### src/rtl/cfam_pkg.sv
// Package: opcodes, field layouts, reset values and result structs for the compare/find/max ALU
package cfam_pkg;

   // ==========================================================
   // Widths
   localparam int DATA_W     = 16;
   localparam int REG_IDX_W  = 6;
   localparam int IMM_W      = 10;
   localparam int IMM_TOP    = 9;
   localparam int COND_W     = 3;
   localparam int MOD_W      = 4;
   localparam int IDX_W      = 4;

   // ==========================================================
   // Fixed result values
   localparam logic [15:0] FHSB_EMPTY = 16'h8000;
   localparam logic [15:0] RESULT_RST = 16'h0000;

   // ==========================================================
   // Operation select
   typedef enum logic [2:0] {
      CFAM_OP_NONE        = 3'b000,
      CFAM_OP_REG_COMPARE = 3'b001,
      CFAM_OP_FIRST_IMM   = 3'b010,
      CFAM_OP_CHAIN_IMM   = 3'b011,
      CFAM_OP_FHSB        = 3'b100,
      CFAM_OP_LIMM        = 3'b101,
      CFAM_OP_MAX         = 3'b110
   } cfam_op_t;

   // Compare outcome carried between instructions
   typedef enum logic [1:0] {
      CFAM_CMP_EQ = 2'b00,
      CFAM_CMP_LT = 2'b01,
      CFAM_CMP_GT = 2'b10
   } cfam_cmp_t;

   // Compare-style branch conditions
   typedef enum logic [2:0] {
      CFAM_BC_NONE = 3'b000,
      CFAM_BC_EQ   = 3'b001,
      CFAM_BC_NE   = 3'b010,
      CFAM_BC_LT   = 3'b011,
      CFAM_BC_GE   = 3'b100,
      CFAM_BC_GT   = 3'b101,
      CFAM_BC_LE   = 3'b110,
      CFAM_BC_ALW  = 3'b111
   } cfam_cond_t;

   localparam cfam_cmp_t CMP_RST = CFAM_CMP_EQ;

   // ==========================================================
   // Decoded instruction in
   typedef struct packed {
      logic                 valid;
      cfam_op_t             op;
      logic [REG_IDX_W-1:0] rd;
      logic [DATA_W-1:0]    rsa_val;
      logic [DATA_W-1:0]    rsb_val;
      logic [IMM_W-1:0]     imm10;
      logic [DATA_W-1:0]    long_immediate;
      cfam_cond_t           cond;
      logic                 always_execute_flag;
      logic                 update_fast_memory_flag;
      logic [MOD_W-1:0]     modulo_width_select;
   } cfam_instr_t;

   // Result out
   typedef struct packed {
      logic                 wr_en;
      logic [REG_IDX_W-1:0] rd;
      logic [DATA_W-1:0]    data;
      logic                 fm_update;
      logic                 br_valid;
      logic                 br_take;
      logic                 always_execute_flag;
      logic                 ovf_write;
      cfam_cmp_t            cmp_state;
   } cfam_result_t;

endpackage : cfam_pkg

### src/rtl/cfam_alu.sv
// ALU datapath for chained compare, find highest set bit, long immediate load and maximum

// ==========================================================
// How it works
// - Copy immediate bit 9 into upper bits
// - Compare source and widened immediate unsigned
// - Fold previous compare, top halfword first
// - Chained compare writes no destination register
// - Compare-style condition decode for chain, max
// - No instruction here touches overflow flag
// - Write index of highest one-bit in halfword
// - Bit 0 gives 0x0000, bit 15 0x000F
// - Empty halfword writes 0x8000
// - Find accepts branch, always, memory update fields
// - Load writes full 16-bit immediate
// - Load has no branch, only memory update
// - Maximum writes larger unsigned source
// - Maximum accepts branch, always, update fields; modulo field unused
// - Plain compare ignores any earlier compare
module cfam_alu #(
   parameter int DATA_W = cfam_pkg::DATA_W
) (
   input  wire logic                 ref_clk,
   input  wire logic                 rst_n,
   input  wire logic                 clk_en,
   input  wire cfam_pkg::cfam_instr_t instr,
   output cfam_pkg::cfam_result_t    result
);

   // ==========================================================
   // Combinational datapath
   logic [DATA_W-1:0]      imm_wide;
   cfam_pkg::cfam_cmp_t    raw_cmp;
   cfam_pkg::cfam_cmp_t    imm_cmp;
   cfam_pkg::cfam_cmp_t    reg_cmp;
   cfam_pkg::cfam_cmp_t    nxt_cmp;
   cfam_pkg::cfam_cmp_t    cmp_ff;
   logic [DATA_W-1:0]      fhsb_val;
   logic [DATA_W-1:0]      nxt_data;
   logic                   nxt_wr;
   logic                   nxt_br_valid;
   logic                   nxt_br_take;
   logic                   nxt_fm;
   logic                   nxt_exec;
   logic [15:0]            low_half;
   logic [15:0]            hit_vec;
   cfam_pkg::cfam_result_t result_ff;

   // Widen by replicating bit 9
   assign imm_wide = {{(DATA_W-cfam_pkg::IMM_W){instr.imm10[cfam_pkg::IMM_TOP]}},
                      instr.imm10};

   function automatic cfam_pkg::cfam_cmp_t ucmp(input logic [DATA_W-1:0] a,
                                                input logic [DATA_W-1:0] b);
      if (a == b) begin
         return cfam_pkg::CFAM_CMP_EQ;
      end else if (a < b) begin
         return cfam_pkg::CFAM_CMP_LT;
      end else begin
         return cfam_pkg::CFAM_CMP_GT;
      end
   endfunction : ucmp

   assign imm_cmp = ucmp(instr.rsa_val, imm_wide);
   assign reg_cmp = ucmp(instr.rsa_val, instr.rsb_val);

   // Priority encoder: one term per bit, scanned from bit 0 upward
   assign low_half = instr.rsa_val[15:0];
   genvar gi;
   generate
      for (gi = 0; gi < 16; gi++) begin : g_hit
         if (gi == 15) begin : g_top
            assign hit_vec[gi] = low_half[gi];
         end else begin : g_low
            assign hit_vec[gi] = low_half[gi] & ~(|low_half[15:gi+1]);
         end
      end
   endgenerate

   always_comb begin
      fhsb_val = cfam_pkg::FHSB_EMPTY;
      for (int i = 0; i < 16; i++) begin
         if (hit_vec[i]) begin
            fhsb_val = DATA_W'(i);
         end
      end
   end

   always_comb begin
      raw_cmp = cfam_pkg::CFAM_CMP_EQ;
      case (instr.op)
         cfam_pkg::CFAM_OP_REG_COMPARE: raw_cmp = reg_cmp;
         cfam_pkg::CFAM_OP_FIRST_IMM:   raw_cmp = imm_cmp;
         cfam_pkg::CFAM_OP_CHAIN_IMM:   raw_cmp = imm_cmp;
         cfam_pkg::CFAM_OP_MAX:   raw_cmp = reg_cmp;
         default:                 raw_cmp = cfam_pkg::CFAM_CMP_EQ;
      endcase
   end

   // Chained outcome: a difference in a higher halfword dominates
   always_comb begin
      nxt_cmp = cmp_ff;
      if (instr.valid) begin
         case (instr.op)
            cfam_pkg::CFAM_OP_CHAIN_IMM: begin
               nxt_cmp = (cmp_ff == cfam_pkg::CFAM_CMP_EQ) ? raw_cmp : cmp_ff;
            end
            cfam_pkg::CFAM_OP_REG_COMPARE,
            cfam_pkg::CFAM_OP_FIRST_IMM,
            cfam_pkg::CFAM_OP_MAX: begin
               nxt_cmp = raw_cmp;
            end
            default: nxt_cmp = cmp_ff;
         endcase
      end
   end

   function automatic logic cond_hit(input cfam_pkg::cfam_cond_t c,
                                     input cfam_pkg::cfam_cmp_t r);
      case (c)
         cfam_pkg::CFAM_BC_EQ:  return r == cfam_pkg::CFAM_CMP_EQ;
         cfam_pkg::CFAM_BC_NE:  return r != cfam_pkg::CFAM_CMP_EQ;
         cfam_pkg::CFAM_BC_LT:  return r == cfam_pkg::CFAM_CMP_LT;
         cfam_pkg::CFAM_BC_GE:  return r != cfam_pkg::CFAM_CMP_LT;
         cfam_pkg::CFAM_BC_GT:  return r == cfam_pkg::CFAM_CMP_GT;
         cfam_pkg::CFAM_BC_LE:  return r != cfam_pkg::CFAM_CMP_GT;
         cfam_pkg::CFAM_BC_ALW: return 1'b1;
         default:               return 1'b0;
      endcase
   endfunction : cond_hit

   // Find uses result==0 style test: EQ means zero result
   always_comb begin
      nxt_data     = '0;
      nxt_wr       = 1'b0;
      nxt_br_valid = 1'b0;
      nxt_br_take  = 1'b0;
      nxt_fm       = 1'b0;
      nxt_exec     = 1'b0;
      if (instr.valid) begin
         case (instr.op)
            cfam_pkg::CFAM_OP_REG_COMPARE,
            cfam_pkg::CFAM_OP_FIRST_IMM: begin
               nxt_br_valid = instr.cond != cfam_pkg::CFAM_BC_NONE;
               nxt_br_take  = cond_hit(instr.cond, nxt_cmp);
               nxt_exec     = instr.always_execute_flag;
            end
            cfam_pkg::CFAM_OP_CHAIN_IMM: begin
               // No destination write, branch only
               nxt_br_valid = instr.cond != cfam_pkg::CFAM_BC_NONE;
               nxt_br_take  = cond_hit(instr.cond, nxt_cmp);
            end
            cfam_pkg::CFAM_OP_FHSB: begin
               nxt_data     = fhsb_val;
               nxt_wr       = 1'b1;
               nxt_fm       = instr.update_fast_memory_flag;
               nxt_exec     = instr.always_execute_flag;
               nxt_br_valid = instr.cond != cfam_pkg::CFAM_BC_NONE;
               nxt_br_take  = cond_hit(instr.cond,
                                       (fhsb_val == '0) ? cfam_pkg::CFAM_CMP_EQ
                                                        : cfam_pkg::CFAM_CMP_GT);
            end
            cfam_pkg::CFAM_OP_LIMM: begin
               nxt_data = instr.long_immediate;
               nxt_wr   = 1'b1;
               nxt_fm   = instr.update_fast_memory_flag;
            end
            cfam_pkg::CFAM_OP_MAX: begin
               nxt_data     = (reg_cmp == cfam_pkg::CFAM_CMP_LT) ? instr.rsb_val
                                                                 : instr.rsa_val;
               nxt_wr       = 1'b1;
               nxt_fm       = instr.update_fast_memory_flag;
               nxt_exec     = instr.always_execute_flag;
               nxt_br_valid = instr.cond != cfam_pkg::CFAM_BC_NONE;
               nxt_br_take  = cond_hit(instr.cond, reg_cmp);
            end
            default: nxt_wr = 1'b0;
         endcase
      end
   end

   // ==========================================================
   // Compare state between instructions
   always_ff @(posedge ref_clk) begin
      if (!rst_n) begin
         cmp_ff <= cfam_pkg::CMP_RST;
      end else if (clk_en) begin
         cmp_ff <= nxt_cmp;
      end
   end

   // ==========================================================
   // Registered result
   always_ff @(posedge ref_clk) begin
      if (!rst_n) begin
         result_ff <= '0;
      end else if (clk_en) begin
         result_ff.wr_en               <= nxt_wr;
         result_ff.rd                  <= instr.rd;
         result_ff.data                <= nxt_data;
         result_ff.fm_update           <= nxt_fm & nxt_wr;
         result_ff.br_valid            <= nxt_br_valid;
         result_ff.br_take             <= nxt_br_take & nxt_br_valid;
         result_ff.always_execute_flag <= nxt_exec;
         result_ff.ovf_write           <= 1'b0;
         result_ff.cmp_state           <= nxt_cmp;
      end
   end

   assign result = result_ff;
endmodule : cfam_alu

### config.mk
export PLATFORM = sky130hd
export DESIGN_NAME = cfam_alu
export DESIGN_NICKNAME = d
export VERILOG_FILES = /design/src/rtl/cfam_pkg.sv /design/src/rtl/cfam_alu.sv
export SDC_FILE = /design/constraint.sdc
export NUM_CORES = 1
export LEC_CHECK = 0
export BUFFER_PORTS_ARGS = -buffer_cell sky130_fd_sc_hd__buf_2
export CAP_MARGIN = 20
export CELL_PAD_IN_SITES_DETAIL_PLACEMENT = 1
export CELL_PAD_IN_SITES_GLOBAL_PLACEMENT = 2
export CORE_MARGIN = 1.5
export CORE_UTILIZATION = 29
export DETAILED_ROUTE_END_ITERATION = 12
export GPL_TIMING_DRIVEN = 0
export PLACE_DENSITY = 0.93
export SLEW_MARGIN = 10
export SYNTH_ARGS = -nofsm -noshare
export SYNTH_HDL_FRONTEND = slang
export SYNTH_SLANG_ARGS = --single-unit
### constraint.sdc
create_clock -name ref_clk -period 3.7 [get_ports ref_clk]
set_input_delay 0 -clock ref_clk [delete_from_list [all_inputs] [get_ports ref_clk]]
set_output_delay 0 -clock ref_clk [all_outputs]
set_load 0.005 [all_outputs]
==> impl_results.md, run 1 <==
- HP Start: instr[68]
- Root buf cell: clkbuf_8
- CP cell instances: buf_2 > inv_1 > ha_1 > and3_1 > and3_1 > a221o_1 > o311ai_1 > o311a_1 > nor2b_1 > nor4_1 > o32ai_1
- Grt ovf: 0
- CP max stage cell: a221o_1
- Num ports: 110
- Post-synth EDFFs: 0
- Fmax: 426.1 MHz
- Worst setup SP type: input port
- Die H: 100.7 um
- Fin Hold WS: -0.002220 ns
- DRT Pass-1 Iters: 4
- Worst-Skew Late Latency: 0.28 ns
- Routed WL: 9359 um
- Vias per inst: 4.916
- Hold Violations, Final: 1
- CORE AREA: 9240 sq um
- Area growth syn-to-layout: 29.15%
- Minimum clock period: 2.347 ns
- Required time of the critical path: 3.88 ns
- Final Max Tran Viols: 0
- Setup WS pre-CTS: 1.070 ns
- Failing checks: hold timing
- Hold WC Path Type: in2reg
- Share of power burned in registers: 0.376
- Most frequent cells in the layout: 103 x buf_2, 49 x nor2b_1, 36 x nand2_1, 36 x a21oi_1, 32 x ha_1
- Initial antenna violation count: 1
- Period utilization: 0.6342
- Status: finished, violations left
- Post-DP HPWL: 7811 um
- Total number of vias: 2,979
- Largest register FFs: 29
- Syn nets: 473
- Largest cells by area after synthesis: dfxtp_1 21%, ha_1 14%, nor2b_1 11%
- Max FO, Critical Path: 7
- Post-route setup slack: 1.353 ns
- Final setup fails: 0
- Avg Synthesized Cell Area: 7.670 sq um
- Critical path endpoint category: flop
- Worst-path clk slew: 0.07 ns
- Vias in the first global route: 3,079
- Pin count of the biggest net entering global routing: 11
- R2R Setup Slk: 2.00 ns
- Internal power: 0.5805 mW
- Main synth FF type: dfxtp_1
- CP dominant cell by count: and3_1
- Slew @ Worst Pin: 0.7904 ns
- DRC violations left: 0
- Asr flop ratio synth: 0
- Pwr dens: 242.6 nW/um^2
- Yosys warnings: 0
- Lkg Pwr: 1.713 nW
- First-pass GRT wire length: 15,090 um
- Cts bufs inserted: 5
- WS Path Type: in2reg
- Gate power share: 0.337
- Commonest non-fill, non-tap cell in the layout: buf_2
- RSZ-0062 raised after global routing: no
- DRT antenna net count: 0
- Post-synth top area cell: dfxtp_1
- Final setup TNS: 0 ns
- Max-cap viol count: 0
- Final #Nets: 587
- Row Count: 35
- Initial core utilization: 0.2997
- Crit path from: instr[34]
- Clock Sinks: 29
- Switching power total: 0.2872 mW
- Post-synthesis register bit count: 29
- Worst path max stage delay: 0.36 ns
- WL/cell: 15.44 um
- Die area: 10,140 sq um
- Worst Path Arrival: 2.52 ns
- Clk_skew: 0.0004243 ns
- Sequential fraction of the synthesis area: 0.2097
- Post-synth top area share: 0.2097
- Syn Inst Count: 361
- VDD IR-drop max: 0.2265 mV
- Clk buf depth: 2
- Gpl congestion: 0.8349
- Die W: 100.7 um
- Synthesized area: 2769 sq um
- Final Core Density: 0.3870
- Slew HR: 0.4730
- CTS tree: done
- Layout cell share with drive strength beyond 1: 0.2542
- Port bufs: 102
- Sw Ratio: 0.3310
- H-tree depth: 2
- Share of total power in the clock network: 0.287
- GRT Resource Usage Total: 0.1875
- Initial DRC count: 78
- Netlist cell types: 53
- RR Startpoint: result[0]
-- critical path: cells and delay by family --
kind	cells	cell delay, ns
AND/OR/NAND/NOR	4	0.66
adder cells (fa/ha/maj)	1	0.29
buffers and inverters	2	0.28
AO/OA/AOI/OAI	4	1.28
-- kinds of logic (layout without fill, tap and decap cells) --
kind of cell / Yosys count / after routing / synth area share
AND/OR/NAND/NOR: 135 / 135 / 0.2720
flip-flops: 29 / 29 / 0.2097
XOR/XNOR: 1 / 1 / 0.003164
multiplexers: 24 / 24 / 0.08721
adder cells (fa/ha/maj): 32 / 32 / 0.1446
other: 1 / 2 / 0.001354
buffers and inverters: 45 / 160 / 0.06552
AO/OA/AOI/OAI: 94 / 94 / 0.2165
-- synthesized netlist by cell type (2+ instances only) --
cell and n:
o21a_1 4, dfxtp_1 29, inv_1 30, nand3_1 4, buf_4 3, a21oi_1 36
nand2b_1 4, clkbuf_1 11, nor2b_1 49, o21ai_0 22, nand2_1 36, nor3_1 6
o221ai_1 3, mux2i_1 23, o21ai_1 2, and4_1 2, and3_1 2, nor4_2 2
nand4_1 6, nor4_1 3, o211a_1 4, nor2_1 16, ha_1 32, o211ai_1 3
-- per-layer routing --
layer,global-route usage,vias to the layer above,share of wire
met5,0,-,0
met4,0.04984,0,0.016
met3,0.02705,16,0.048
met2,0.3222,77,0.47
met1,0.2446,1376,0.46
li1,-,1510,-
-- area by class of cell --
class,instances,area (sq um)
tap,129,161.4
clock buffer,6,72.57
multi-input combinational,287,2007
sequential,29,580.6
inverter,30,112.6
buffer,15,68.82
fill,1192,5664
clock inverter,2,10.01
timing repair buffer,107,560.5
antenna,1,2.502
-- through the flow --
stage | total power [mW] | instances | hold slack (ns) | instance area (sq um)
5_1_grt | 0.9245 | 605 | 0.005167 | 3573
2_1_floorplan | 0.5004 | 361 | 0.1610 | 2769
3_3_place_gp | 0.6087 | 592 | 0.2531 | 3441
6_report | 0.8676 | 606 | -0.002220 | 3576
3_5_place_dp | 0.6222 | 592 | 0.2621 | 3441
4_1_cts | 0.8800 | 605 | 0.0007803 | 3573
-- power by group through the flow --
stage / registers, mW / logic (mW) / clock network, mW
2_1_floorplan: 0.333 / 0.167 / 0
3_3_place_gp: 0.333 / 0.276 / 0
3_5_place_dp: 0.333 / 0.289 / 0
4_1_cts: 0.326 / 0.295 / 0.259
5_1_grt: 0.328 / 0.329 / 0.268
6_report: 0.326 / 0.292 / 0.249
-- path summary, 6_finish.rpt --
kind	cells after the start	to
worst max-delay path	11	result[4]
worst min register to register	2	result[3]
worst max register to register	8	result[4]
worst min-delay path	3	result[24]
-- what timing repair did --
item                                    in CTS  in global routing
hold buffers                                 5                  0
buffers inserted                             0                  0
hold endpoints to repair                     5                  0
resized for setup                            0                  0
endpoints found under the setup margin       0                  0
No activity file was read; power rests on OpenSTA's default activity.
==> run 2, diff against run 1 <==
--- a/config.mk
+++ b/config.mk
@@ -10,10 +10,10 @@
 export CELL_PAD_IN_SITES_DETAIL_PLACEMENT = 1
 export CELL_PAD_IN_SITES_GLOBAL_PLACEMENT = 2
 export CORE_MARGIN = 1.5
-export CORE_UTILIZATION = 29
+export CORE_UTILIZATION = 27
 export DETAILED_ROUTE_END_ITERATION = 12
 export GPL_TIMING_DRIVEN = 0
-export PLACE_DENSITY = 0.93
+export PLACE_DENSITY = 0.88
 export SLEW_MARGIN = 10
 export SYNTH_ARGS = -nofsm -noshare
 export SYNTH_HDL_FRONTEND = slang
==> constraint.sdc (replaced) <==
create_clock -name ref_clk -period 2.3 [get_ports ref_clk]
set_input_delay 0 -clock ref_clk [delete_from_list [all_inputs] [get_ports ref_clk]]
set_output_delay 0 -clock ref_clk [all_outputs]
set_load 0.005 [all_outputs]
==> run 2 against run 1 <==
The run now ends clean. Cell area grew 8.2%. Power grew 86%. Critical path depth grew 2. Critical path type unchanged.
==> impl_results.md, run 2 (synthesized netlist as in run 1, its figures left out) <==
- Die H: 104.3 um (+3.5%)
- Minimum clock period: 2.220 ns
- Final Max Tran Viols: 0 (unchanged)
- Initial DRC count: 78 (unchanged)
- Clock Sinks: 29 (unchanged)
- Final #Nets: 599 (+2.0%)
- Slew @ Worst Pin: 0.7549 ns (-0.03557 ns)
- CTS tree: done
- Root buf cell: clkbuf_8
- DRT Pass-1 Iters: 4 (unchanged)
- Port bufs: 102 (unchanged)
- Worst-Skew Late Latency: 0.28 ns (about the same)
- Layout cell share with drive strength beyond 1: 0.2992 (+0.04498)
- Pin count of the biggest net entering global routing: 11 (unchanged)
- H-tree depth: 2 (unchanged)
- Post-DP HPWL: 7993 um (+2.3%)
- Num ports: 110 (unchanged)
- Routed WL: 9920 um (+6.0%)
- Worst setup SP type: input port
- Antenna cells: 0 (-1)
- Die area: 10,870 sq um (+7.2%)
- CP endpoint: result[4]
- Final Instance Count excl. Fillers: 621 (+2.5%)
- WS Path Type: in2reg
- DRT antenna net count: 0 (unchanged)
- Area growth syn-to-layout: 39.67%
- GRT Resource Usage Total: 0.1754 (-0.01203)
- Total number of vias: 3,081 (+3.4%)
- Hold Violations, Final: 0 (-1)
- Worst Path Arrival: 2.37 ns (-0.15 ns)
- CORE AREA: 9864 sq um (+6.8%)
- Worst-path clk slew: 0.06 ns (about the same)
- Critical path endpoint category: flop
- R2R Setup Slk: 0.57 ns (-1.43 ns)
- Gpl congestion: 0.8427 (+0.93%)
- Required time of the critical path: 2.45 ns (-1.43 ns)
- Final setup fails: 0 (unchanged)
- Slew HR: 0.4968 (+0.02371)
- Clk buf depth: 2 (unchanged)
- Worst R2R Path Depth: 8 (unchanged)
- Largest register FFs: 29 (unchanged)
- DRC violations left: 0 (unchanged)
- RSZ-0062 raised after global routing: yes
- Vias in the first global route: 3,118 (+1.3%)
- Grt ovf: 0 (unchanged)
- Crit path from: instr[34]
- Cts bufs inserted: 5 (unchanged)
- Row Count: 36 (+2.9%)
- Max FO, Critical Path: 5 (-2)
- Status: finished, final reports clean
- Die W: 104.3 um (+3.5%)
- Setup WS pre-CTS: -0.3429 ns (-1.413 ns)
- HP Start: instr[69]
- Worst R2R End: result[4]
- Lkg Pwr: 1.799 nW (+5.1%)
- Hold path cells: 3 (unchanged)
- Pwr dens: 416.3 nW/um^2 (+72%)
- Vias per inst: 4.961 (+0.93%)
- Most frequent cells in the layout: 102 x buf_2, 48 x nor2b_1, 36 x nand2_1
- Initial antenna violation count: 0 (-1)
- Period utilization: 0.9650
- Max-cap viol count: 0 (unchanged)
- First-pass GRT wire length: 15,610 um (+3.4%)
- Initial core utilization: 0.2807 (-0.01897)
- WL/cell: 15.97 um (+3.4%)
- Post-route setup slack: 0.08039 ns (-1.273 ns)
- DP Cell Count: 596 (+0.68%)
- RR Startpoint: result[0]
- Hold WC Path Type: in2reg
- VDD IR-drop max: 0.3220 mV (+42%)
- Commonest non-fill, non-tap cell in the layout: buf_2
- Fmax: 450.5 MHz
- Clk_skew: 0.0004893 ns (+0.00006500 ns)
==> run 2: changes by cell type in the layout (fill, tap and decap cells not counted), sizes merged <==
cell,change
buf,+10
bufinv,+1
clkbuf,+1
clkinv,-2
clkinvlp,+1
diode,-1
dlygate4sd3,+2
inv,-1
==> run 2: power breakdown <==
group | switching [mW] | internal, mW
clock | 0.196 | 0.353
sequential | 0.00851 | 0.516
combinational | 0.289 | 0.247
==> run 2: worst max-delay path, stage by stage <==
cell        delay (ns)
buf_6             0.08
clkinvlp_4        0.13
buf_6             0.16
ha_4              0.21
and3_4            0.18
and3_4            0.16
a221o_1           0.40
o311ai_2          0.26
o311a_1           0.31
nor2b_4           0.20
a21oi_2           0.04
nor2b_1           0.15
o32ai_2           0.09
==> run 2: stage by stage <==
stage	power, mW	hold slack [ns]	cell area [sq um]	TNS [ns]	util
finish	1.610	0.003030	3867	0	0.3921
global route	1.696	0.02338	3867	-0.1261	0.3921
CTS	1.580	0.002079	3667	0	0.3718
detailed placement	1.005	0.2630	3446	-2.302	0.3493
global placement	0.9823	0.2548	3446	-1.647	0.3493
floorplan	0.8050	0.1610	2769	0	-
==> run 2: area by class of cell <==
type	count	area, sq um
Fill cell	1243	5997
Multi-Input combinational cell	287	2138
Timing Repair Buffer	119	673.1
Sequential cell	29	580.6
Tap cell	133	166.4
Inverter	30	116.4
Clock buffer	7	86.33
Buffer	15	76.32
Clock inverter	1	30.03
==> run 2: how the worst min path moves through the flow <==
stage	end	slack [ns]
2_1_floorplan	result[6]	0.16
5_1_grt	result[25]	0.02
3_5_place_dp	result[6]	0.26
6_report	result[25]	0.003
4_1_cts	result[25]	0.002
3_3_place_gp	result[6]	0.25
==> run 2: what timing repair did <==
| action | 4_1_cts | 5_1_grt |
|---|---|---|
| pin swaps | 2 | 13 |
| hold buffers | 7 | 0 |
| buffers inserted | 1 | 9 |
| endpoints found under the setup margin | 1 | 10 |
| hold endpoints to repair | 7 | 0 |
| gates resized for setup | 5 | 19 |
==> run 2: routing by layer <==
metal,track usage,vias up,part of all wire
li1,-,1532,-
met1,0.2321,1475,0.46
met2,0.2970,69,0.48
met3,0.03133,5,0.054
met4,0.03571,0,0.0079
met5,0,-,0
